### config.mk
export PLATFORM = sky130hd
export DESIGN_NAME = eepc_ctrl
export DESIGN_NICKNAME = d
export VERILOG_FILES = /design/src/eepc_pkg.sv /design/src/eepc_arr_if.sv /design/src/eepc_ctrl.sv /design/src/eepc_array.sv
export VERILOG_INCLUDE_DIRS = /design/src
export SDC_FILE = /design/constraint.sdc
export NUM_CORES = 2
export LEC_CHECK = 0
export BUFFER_PORTS_ARGS = -buffer_cell sky130_fd_sc_hd__clkbuf_2
export CORE_UTILIZATION = 30
export DETAILED_ROUTE_END_ITERATION = 10
export SLEW_MARGIN = 5
export SYNTH_ARGS = -nofsm -noshare
export SYNTH_HDL_FRONTEND = slang
export SYNTH_HIERARCHICAL = 1
export SYNTH_SLANG_ARGS = --single-unit
export TNS_END_PERCENT = 1
### constraint.sdc
create_clock -name ref_clk -period 3.4 [get_ports ref_clk]
set_input_delay 0.85 -clock ref_clk [delete_from_list [all_inputs] [get_ports ref_clk]]
set_output_delay 0.85 -clock ref_clk [all_outputs]
set_load 0.01 [all_outputs]
### src/eepc_defs.svh
// Purpose: Offsets, field positions, reset values and timing counts of the EEPROM program/erase control
// Assumes: APB, 32-bit data, 40 MHz ref_clk
// Notes: Included by the design modules and by the testbench
`ifndef EEPC_DEFS_SVH
`define EEPC_DEFS_SVH

// Register byte addresses (APB)
`define EEPC_CTRL_ADDR 12'h000
`define EEPC_DATA_ADDR 12'h004
`define EEPC_STAT_ADDR 12'h008
`define EEPC_ARRAY_BASE 12'h400
`define EEPC_ARRAY_LAST 12'h7FC

// Control field positions
`define EEPC_BIT_PGM 0
`define EEPC_BIT_LAT 1
`define EEPC_BIT_ER0 2
`define EEPC_BIT_ER1 3
`define EEPC_BIT_RC 4
`define EEPC_BIT_CHARGE_PUMP_ENABLE 5
`define EEPC_CTRL_RESET 8'h00
`define EEPC_ERASED 8'hFF

// Power-enable arming delay, time in ns and cycles
`define EEPC_PUMP_ARM_NS 50
`define EEPC_CLK_NS 25
`define EEPC_PUMP_ARM_CYC ((`EEPC_PUMP_ARM_NS + `EEPC_CLK_NS - 1) / `EEPC_CLK_NS)

`endif

### src/eepc_pkg.sv
// Purpose: Types shared by the EEPROM control block
// Assumes: Encodings are defined here; eepc_defs.svh is not included
// Notes: None
package eepc_pkg;
	typedef enum logic [1:0] {
		eepc_erase_none = 2'b00,
		eepc_erase_byte = 2'b01,
		eepc_erase_block = 2'b10,
		eepc_erase_bulk = 2'b11
	} eepc_erase_t;

	typedef enum logic [1:0] {
		eepc_st_idle = 2'b00,
		eepc_st_latched = 2'b01,
		eepc_st_power = 2'b10
	} eepc_state_t;
endpackage

### src/eepc_arr_if.sv
// Purpose: Carries array operation requests between control and storage
// Assumes: Single clock
// Notes: Pulse strobes, one cycle
`timescale 1ns/10ps
interface eepc_arr_if;
	logic [7:0] rd_addr;
	logic [7:0] rd_data;
	logic op_pulse;
	logic [1:0] op_mode;
	logic [7:0] op_addr;
	logic [7:0] op_data;
	modport ctrl (output rd_addr, output op_pulse, output op_mode, output op_addr, output op_data, input rd_data);
	modport store (input rd_addr, input op_pulse, input op_mode, input op_addr, input op_data, output rd_data);
endinterface

### src/eepc_ctrl.sv
// Purpose: EEPROM program/erase control with APB register slave
// Assumes: 40 MHz ref_clk, asynchronous active-low reset, stop request is a pin
// Notes: Software times every pulse; array window at 0x400 holds 256 words
`timescale 1ns/10ps
module eepc_ctrl
	import eepc_pkg::*;
(
	// Clock and reset
	input wire logic ref_clk,
	input wire logic arst_n,
	// APB slave
	input wire logic psel,
	input wire logic penable,
	input wire logic pwrite,
	input wire logic [11:0] paddr,
	input wire logic [31:0] pwdata,
	output logic [31:0] prdata,
	output logic pready,
	output logic pslverr,
	// Power-mode pins
	input wire logic stop_req,
	input wire logic rc_osc_clk,
	// Analog controls
	output logic charge_pump_on,
	output logic array_power_on,
	output logic rc_osc_enable,
	output logic clock_from_rc
);
`include "eepc_defs.svh"

	eepc_arr_if arr();

	eepc_array u_array (
		.ref_clk(ref_clk),
		.arst_n(arst_n),
		.arr(arr)
	);

	////////////////////////////////////////////////////////////////
	// Control register fields
	logic charge_pump_enable;
	logic erase_select_high;
	logic erase_select_low;
	logic program_latch_enable;
	logic rc_clock_select;
	logic program_power_enable;
	logic [7:0] eeprom_program_control;
	logic [7:0] lat_addr;
	logic [7:0] lat_data;
	logic write_latched;
	logic [2:0] stop_sync;
	logic stop_now;
	logic [2:0] rc_sync;
	logic rc_alive;
	logic [1:0] arm_cnt;
	eepc_state_t state;
	eepc_state_t next_state;

	logic acc;
	logic wr;
	logic rd;
	logic ctrl_hit;
	logic arr_hit;
	logic known;

	assign acc = psel && penable;
	assign wr = acc && pwrite;
	assign rd = acc && !pwrite;
	assign ctrl_hit = paddr == `EEPC_CTRL_ADDR;
	assign arr_hit = paddr >= `EEPC_ARRAY_BASE && paddr <= `EEPC_ARRAY_LAST && paddr[1:0] == 2'b00;
	assign known = ctrl_hit || arr_hit || paddr == `EEPC_DATA_ADDR || paddr == `EEPC_STAT_ADDR;

	assign eeprom_program_control = {2'b00, charge_pump_enable, rc_clock_select, erase_select_high,
		erase_select_low, program_latch_enable, program_power_enable};

	////////////////////////////////////////////////////////////////
	// Pin synchronisers: stop needs second and third stages to agree; RC is alive when they differ
	always_ff @(posedge ref_clk or negedge arst_n) begin
		if (!arst_n) begin
			stop_sync <= 3'b000;
			stop_now <= 1'b0;
			rc_sync <= 3'b000;
			rc_alive <= 1'b0;
		end else begin
			stop_sync <= {stop_sync[1:0], stop_req};
			rc_sync <= {rc_sync[1:0], rc_osc_clk};
			if (stop_sync[1] == stop_sync[2])
				stop_now <= stop_sync[2];
			if (rc_sync[1] != rc_sync[2])
				rc_alive <= 1'b1;
			else if (!rc_clock_select)
				rc_alive <= 1'b0;
		end
	end

	////////////////////////////////////////////////////////////////
	// Control register
	always_ff @(posedge ref_clk or negedge arst_n) begin
		if (!arst_n) begin
			charge_pump_enable <= 1'b0;
			erase_select_high <= 1'b0;
			erase_select_low <= 1'b0;
			program_latch_enable <= 1'b0;
			rc_clock_select <= 1'b0;
			program_power_enable <= 1'b0;
		end else begin
			if (wr && ctrl_hit) begin
				charge_pump_enable <= pwdata[`EEPC_BIT_CHARGE_PUMP_ENABLE];
				erase_select_high <= pwdata[`EEPC_BIT_ER1];
				erase_select_low <= pwdata[`EEPC_BIT_ER0];
				program_latch_enable <= pwdata[`EEPC_BIT_LAT];
				rc_clock_select <= pwdata[`EEPC_BIT_RC];
				// Latch must already be 1 before this write
				if (program_latch_enable)
					program_power_enable <= pwdata[`EEPC_BIT_PGM];
			end
			if (stop_now)
				rc_clock_select <= 1'b0;
		end
	end

	////////////////////////////////////////////////////////////////
	// Address and data latches
	always_ff @(posedge ref_clk or negedge arst_n) begin
		if (!arst_n) begin
			lat_addr <= 8'h00;
			lat_data <= 8'h00;
			write_latched <= 1'b0;
		end else if (!program_latch_enable) begin
			write_latched <= 1'b0;
		end else if (wr && arr_hit && !program_power_enable) begin
			lat_addr <= paddr[9:2];
			lat_data <= pwdata[7:0];
			write_latched <= 1'b1;
		end
	end

	////////////////////////////////////////////////////////////////
	// Sequencer: array power only while power enable is set
	always_comb begin
		next_state = state;
		case (state)
			eepc_st_idle: begin
				if (write_latched)
					next_state = eepc_st_latched;
			end
			eepc_st_latched: begin
				if (!write_latched)
					next_state = eepc_st_idle;
				else if (program_power_enable && arm_cnt == 2'(`EEPC_PUMP_ARM_CYC))
					next_state = eepc_st_power;
			end
			eepc_st_power: begin
				if (!program_power_enable)
					next_state = write_latched ? eepc_st_latched : eepc_st_idle;
			end
			default: next_state = eepc_st_idle;
		endcase
	end

	always_ff @(posedge ref_clk or negedge arst_n) begin
		if (!arst_n)
			state <= eepc_st_idle;
		else
			state <= next_state;
	end

	always_ff @(posedge ref_clk or negedge arst_n) begin
		if (!arst_n)
			arm_cnt <= 2'b00;
		else if (!program_power_enable || state != eepc_st_latched)
			arm_cnt <= 2'b00;
		else if (arm_cnt != 2'(`EEPC_PUMP_ARM_CYC))
			arm_cnt <= arm_cnt + 2'b01;
	end

	// Array is committed when power is removed; an abort by reset never commits
	assign arr.op_pulse = state == eepc_st_power && !program_power_enable;
	assign arr.op_mode = {erase_select_high, erase_select_low};
	assign arr.op_addr = lat_addr;
	assign arr.op_data = lat_data;
	assign arr.rd_addr = paddr[9:2];

	////////////////////////////////////////////////////////////////
	// Analog outputs, registered
	always_ff @(posedge ref_clk or negedge arst_n) begin
		if (!arst_n) begin
			charge_pump_on <= 1'b0;
			array_power_on <= 1'b0;
			rc_osc_enable <= 1'b0;
			clock_from_rc <= 1'b0;
		end else begin
			charge_pump_on <= charge_pump_enable || program_power_enable;
			array_power_on <= next_state == eepc_st_power;
			rc_osc_enable <= rc_clock_select && !stop_now;
			clock_from_rc <= rc_clock_select && rc_alive;
		end
	end

	////////////////////////////////////////////////////////////////
	// APB answer: no wait state, zero-wait on the access phase edge
	always_ff @(posedge ref_clk or negedge arst_n) begin
		if (!arst_n) begin
			prdata <= 32'h0000_0000;
			pready <= 1'b0;
			pslverr <= 1'b0;
		end else begin
			pready <= psel && !penable;
			pslverr <= psel && !penable && (!known || (arr_hit && !pwrite && write_latched && program_latch_enable));
			prdata <= 32'h0000_0000;
			if (psel && !penable && !pwrite) begin
				if (ctrl_hit)
					prdata <= {24'h00_0000, eeprom_program_control};
				else if (paddr == `EEPC_DATA_ADDR)
					prdata <= {24'h00_0000, lat_data};
				else if (paddr == `EEPC_STAT_ADDR)
					prdata <= {22'h00_0000, state, lat_addr};
				else if (arr_hit && !(program_latch_enable && write_latched))
					prdata <= {24'h00_0000, arr.rd_data};
			end
		end
	end
endmodule

### src/eepc_array.sv
// Purpose: 256-byte nonvolatile array model with byte, block and bulk erase
// Assumes: One operation per pulse
// Notes: Contents undefined after an aborted operation; modelled as unchanged
`timescale 1ns/10ps
module eepc_array
	import eepc_pkg::*;
(
	// Clock and reset
	input wire logic ref_clk,
	input wire logic arst_n,
	// Array port
	eepc_arr_if.store arr
);
`include "eepc_defs.svh"

	logic [7:0] mem [0:255];

	assign arr.rd_data = mem[arr.rd_addr];

	////////////////////////////////////////////////////////////////
	genvar gi;
	generate
		for (gi = 0; gi < 256; gi++) begin : g_cell
			always_ff @(posedge ref_clk) begin
				if (arr.op_pulse) begin
					case (arr.op_mode)
						eepc_erase_none: begin
							if (arr.op_addr == 8'(gi))
								mem[gi] <= mem[gi] & arr.op_data;
						end
						eepc_erase_byte: begin
							if (arr.op_addr == 8'(gi))
								mem[gi] <= `EEPC_ERASED;
						end
						eepc_erase_block: begin
							if (arr.op_addr[7:6] == 2'(gi >> 6))
								mem[gi] <= `EEPC_ERASED;
						end
						default: begin
							mem[gi] <= `EEPC_ERASED;
						end
					endcase
				end
			end
		end
	endgenerate
endmodule

==> impl_metrics.xml <==
<?xml version="1.0" encoding="UTF-8"?>
<metrics>
  <group name="status">
    <metric name="outcome" unit="">finished, violations left</metric>
    <metric name="failed_checks" unit="">negative setup slack</metric>
  </group>
  <group name="global_route">
    <metric name="grt_pass1_vias" unit="">69855</metric>
    <metric name="global_route.usage.total" unit="%">19.4</metric>
    <metric name="antenna_violations_before_repair" unit="">16</metric>
    <metric name="globalRoute.totalOverflow" unit="">0</metric>
    <metric name="grt_start_max_net_pins" unit="">109</metric>
    <metric name="grt_pass1_wl" unit="um">492000</metric>
  </group>
  <group name="job">
    <metric name="number_of_max_cap_violations" unit="">0</metric>
  </group>
  <group name="yosys">
    <metric name="yosys.cell_types.count" unit="">75</metric>
    <metric name="syn_area_per_cell" unit="um2">13.4</metric>
    <metric name="post_synth_instance_area" unit="um2">101000</metric>
    <metric name="synth-seq-cells" unit="">2099</metric>
    <metric name="netlist_instances" unit="">7520</metric>
    <metric name="yosysSeqAreaShare" unit="%">62.3</metric>
    <metric name="synth_edf_count" unit="">2040</metric>
    <metric name="synth_async_sr_flop_share" unit="%">2.43</metric>
    <metric name="ys_dominant_reg_cell" unit="">edfxtp_1</metric>
    <metric name="ys_warn_count" unit="">6</metric>
  </group>
  <group name="clock_tree">
    <metric name="tritoncts.num_buffers" unit="">229</metric>
    <metric name="tritoncts" unit="">built</metric>
    <metric name="numClockSinks" unit="">2099</metric>
    <metric name="cts_buffer_depth" unit="">4</metric>
    <metric name="clock_latency" unit="ns">0.92</metric>
    <metric name="h-tree-depth" unit="">4</metric>
    <metric name="cts.reportedPaths.clkPinSlew" unit="ns">0.06</metric>
    <metric name="clock-root-buffer" unit="">clkbuf_16</metric>
  </group>
  <group name="route">
    <metric name="drt_first_iter_violations" unit="">9052</metric>
    <metric name="dr_pass1_iterations" unit="">6</metric>
    <metric name="drt.antenna.violating_nets" unit="">0</metric>
    <metric name="via_to_cell_ratio" unit="">5.61</metric>
    <metric name="route.detailed.wl_per_inst" unit="um">26.4</metric>
    <metric name="detailroute.via_count" unit="">71737</metric>
    <metric name="route.detailed.drc" unit="">0</metric>
    <metric name="wirelength" unit="um">338000</metric>
  </group>
  <group name="worst_setup_path">
    <metric name="critPathBufInv" unit="">3</metric>
    <metric name="endpoint_kind" unit="">flop</metric>
    <metric name="timing.critical_path.required" unit="ns">3.94</metric>
    <metric name="crit_path_frequent_cell" unit="">buf_4</metric>
    <metric name="crit_family" unit="">compound AO/OA/AOI/OAI gates</metric>
    <metric name="worstSetupStartpointType" unit="">flop</metric>
    <metric name="crit_type" unit="">flop to flop</metric>
    <metric name="crit_path_max_fanout" unit="">17</metric>
    <metric name="path_cells" unit="">nand2b_1 &gt; nor2_1 &gt; buf_4 &gt; nor2b_1 &gt; buf_4 &gt; nand2_1 &gt; buf_4 &gt; nor2_1 &gt; a21oi_1 &gt; nand2_1</metric>
    <metric name="critical-path-slowest-cell" unit="">a21oi_1</metric>
    <metric name="worst_ep_arrival_time" unit="ns">3.99</metric>
    <metric name="crit_path_max_incr_delay" unit="ns">1.03</metric>
    <metric name="r2r-start" unit="">state[0]$_DFF_PN0_</metric>
    <metric name="timing.reg2reg.worst_path_depth" unit="">10</metric>
    <metric name="r2r-end" unit="">u_array/mem[27][5]$_SDFFCE_PP1P_</metric>
    <metric name="rrSetupSlack" unit="ns">-0.05</metric>
  </group>
  <group name="floorplanning">
    <metric name="num_io_pins" unit="">89</metric>
    <metric name="overall_die_area" unit="um2">338000</metric>
    <metric name="floorplan.initialDensity" unit="%">30.2</metric>
    <metric name="chipHeight" unit="um">581</metric>
    <metric name="placeableCoreArea" unit="um2">333000</metric>
    <metric name="std_cell_rows" unit="">212</metric>
    <metric name="floorplan.die.width" unit="um">581</metric>
  </group>
  <group name="worst_hold_path">
    <metric name="hp-class" unit="">primary input to flop</metric>
    <metric name="endpoint_with_the_worst_hold_slack" unit="">arr.op_data[7]$_DFFE_PN0P_</metric>
    <metric name="hold_path.startpoint" unit="">pwdata[7]</metric>
    <metric name="hold-path-cell-count" unit="">2</metric>
  </group>
  <group name="timing">
    <metric name="grt_setup_unrepaired" unit="">true</metric>
    <metric name="worst_pin_slew" unit="ns">1.37</metric>
    <metric name="setup_ws" unit="ns">-0.0541</metric>
    <metric name="clock_period_minus_worst_slack" unit="ns">3.45</metric>
    <metric name="relSlewSlack" unit="%">7.71</metric>
    <metric name="hold_viol" unit="">0</metric>
    <metric name="achievable-frequency" unit="MHz">290</metric>
    <metric name="timing.final.max_slew_violations" unit="">0</metric>
    <metric name="timing.final.setup_violations" unit="">8</metric>
    <metric name="fin_clk_skew" unit="ns">0.0804</metric>
    <metric name="fraction_of_the_cycle_the_final_worst_path_needs" unit="%">102</metric>
  </group>
  <group name="power">
    <metric name="p_switching" unit="mW">11.9</metric>
    <metric name="cellInternalPower" unit="mW">43.1</metric>
    <metric name="fin_total_pwr" unit="mW">55.0</metric>
    <metric name="power.clock.fraction" unit="%">45.4</metric>
    <metric name="cellPowerDensity" unit="nW/um2">460</metric>
    <metric name="p_leak" unit="nW">50.0</metric>
    <metric name="p_sw_share" unit="%">21.6</metric>
    <metric name="power.share.sequential" unit="%">50.8</metric>
    <metric name="ir_drop" unit="V">0.000408</metric>
    <metric name="combinationalPowerShare" unit="%">3.7</metric>
  </group>
  <group name="placement">
    <metric name="post-dp-hpwl" unit="um">236000</metric>
    <metric name="gp_routability_congestion" unit="">0.971</metric>
    <metric name="post-place-cells" unit="">12372</metric>
    <metric name="numPortBuffers" unit="">42</metric>
  </group>
  <group name="finish">
    <metric name="layout.nets" unit="">8271</metric>
    <metric name="final_standard_cell_count_with_taps_included_and_fillers_excluded" unit="">12796</metric>
    <metric name="area_growth" unit="%">18.8</metric>
    <metric name="final_layout_size_suffix_gt1_share" unit="%">22.2</metric>
  </group>
</metrics>
## flip-flops by register name, indices dropped and copies added, names as in the netlist, 2 cells and up
| signal | count |
|---|---|
| prdata | 10 |
| stop_sync | 3 |
| rc_sync | 3 |
| u_array/mem | 2048 |
| arr.op_data | 8 |
| arr.op_addr | 8 |
| state | 2 |
| arm_cnt | 2 |
## logic make-up (layout without fill, tap and decap cells)
logic type               Yosys count  after routing  synth area share, %
AO/OA/AOI/OAI                   2181           2181                 14.9
XOR/XNOR                           2              2               0.0174
adder cells (fa/ha/maj)            2              2               0.0224
buffers and inverters            597           1458                 3.11
flip-flops                      2099           2099                 62.3
multiplexers                     625            625                 11.7
other                              1             29              0.00373
AND/OR/NAND/NOR                 2013           2013                 7.96
## synth_stat cells (all sizes together), types with 16 or more instances
master | n | area share [%]
mux2i | 170 | 1.7
mux4 | 431 | 9.7
a221oi | 40 | 0.39
mux2 | 24 | 0.27
buf | 178 | 1.5
o221ai | 42 | 0.37
edfxtp | 2040 | 61
nand2b | 20 | 0.12
clkbuf | 409 | 1.6
a22o | 36 | 0.31
nand2 | 1776 | 6.6
o21ai | 450 | 2.2
a21o | 1212 | 9.0
a22oi | 126 | 0.94
nor2 | 67 | 0.26
nor3 | 55 | 0.30
nor4 | 16 | 0.14
a21oi | 191 | 0.95
dfrtp | 51 | 1.3
o22ai | 25 | 0.16
## worst max-delay path by stage
stage                       start                          endpoint  depth (start not counted)
4_1_cts        state[0]$_DFF_PN0_  u_array/mem[16][3]$_SDFFCE_PP1P_                         10
3_3_place_gp             paddr[2]               prdata[1]$_DFF_PN0_                         12
3_5_place_dp             paddr[2]               prdata[1]$_DFF_PN0_                         12
5_1_grt        state[0]$_DFF_PN0_  u_array/mem[25][4]$_SDFFCE_PP1P_                         10
6_report       state[0]$_DFF_PN0_  u_array/mem[27][5]$_SDFFCE_PP1P_                         10
2_1_floorplan            paddr[2]               prdata[7]$_DFF_PN0_                         11
## routing by layer
layer  up-vias  wire length, um  track usage, %
met4         6            14800            7.67
met2      4085           154000            30.4
met1     36835           134000            26.1
met5         -               34               0
met3       726            35200            4.16
li1      30085                -               -
## power groups by stage
stage	Combinational, mW	Sequential, mW	Clock (mW)
2_1_floorplan	1.02	28.5	0
3_3_place_gp	1.99	28.5	0
3_5_place_dp	1.99	28.5	0
4_1_cts	2.01	27.9	25.4
5_1_grt	2.10	27.9	26.4
6_report	2.05	27.9	25.0
## per-stage QoR
stage	hold WS [ns]	util, %	setup TNS (ns)	instance area [um2]	setup WS [ns]
final	0.191	35.8	-0.179	119000	-0.0541
after detailed placement	0.339	33.6	-9.45	112000	-1.38
after floorplan	0.331	-	0	101000	0.322
after global placement	0.338	33.6	-9.62	112000	-1.38
after CTS	0.141	35.8	-0.0776	119000	-0.0157
after global routing	0.162	35.8	-1.38	119000	-0.110
## area by class of cell
cell class	count	area [um2]
sequential	2099	62700
tap	4387	5490
fill	31774	214000
timing repair buffer	1035	8760
inverter	9	33.8
clock buffer	271	5910
clock inverter	143	1470
antenna	7	17.5
multi-input combinational	4845	35100
## cell usage in the layout (no fill, tap or decap), types with 48 or more instances in the layout
master,netlist,layout
mux4_2,411,411
clkbuf_16,0,230
nor2_1,66,61
a22oi_1,126,126
buf_4,45,905
clkinv_1,2,48
mux2i_1,170,170
nand2_1,1775,1774
o21ai_1,152,173
o21ai_0,298,273
buf_12,8,86
a21oi_1,191,186
edfxtp_1,2040,2040
a21o_1,1212,1212
## timing repair
action / 4_1_cts / 5_1_grt
gates cloned: 0 / 0
endpoints found under the setup margin: 24 / 105
hold endpoints to repair: 22 / 0
pin swaps: 0 / 1
buffers inserted: 0 / 0
resized for setup: 11 / 22
hold buffers: 3 / 0
Note: power is estimated with default switching activity, not from simulation.
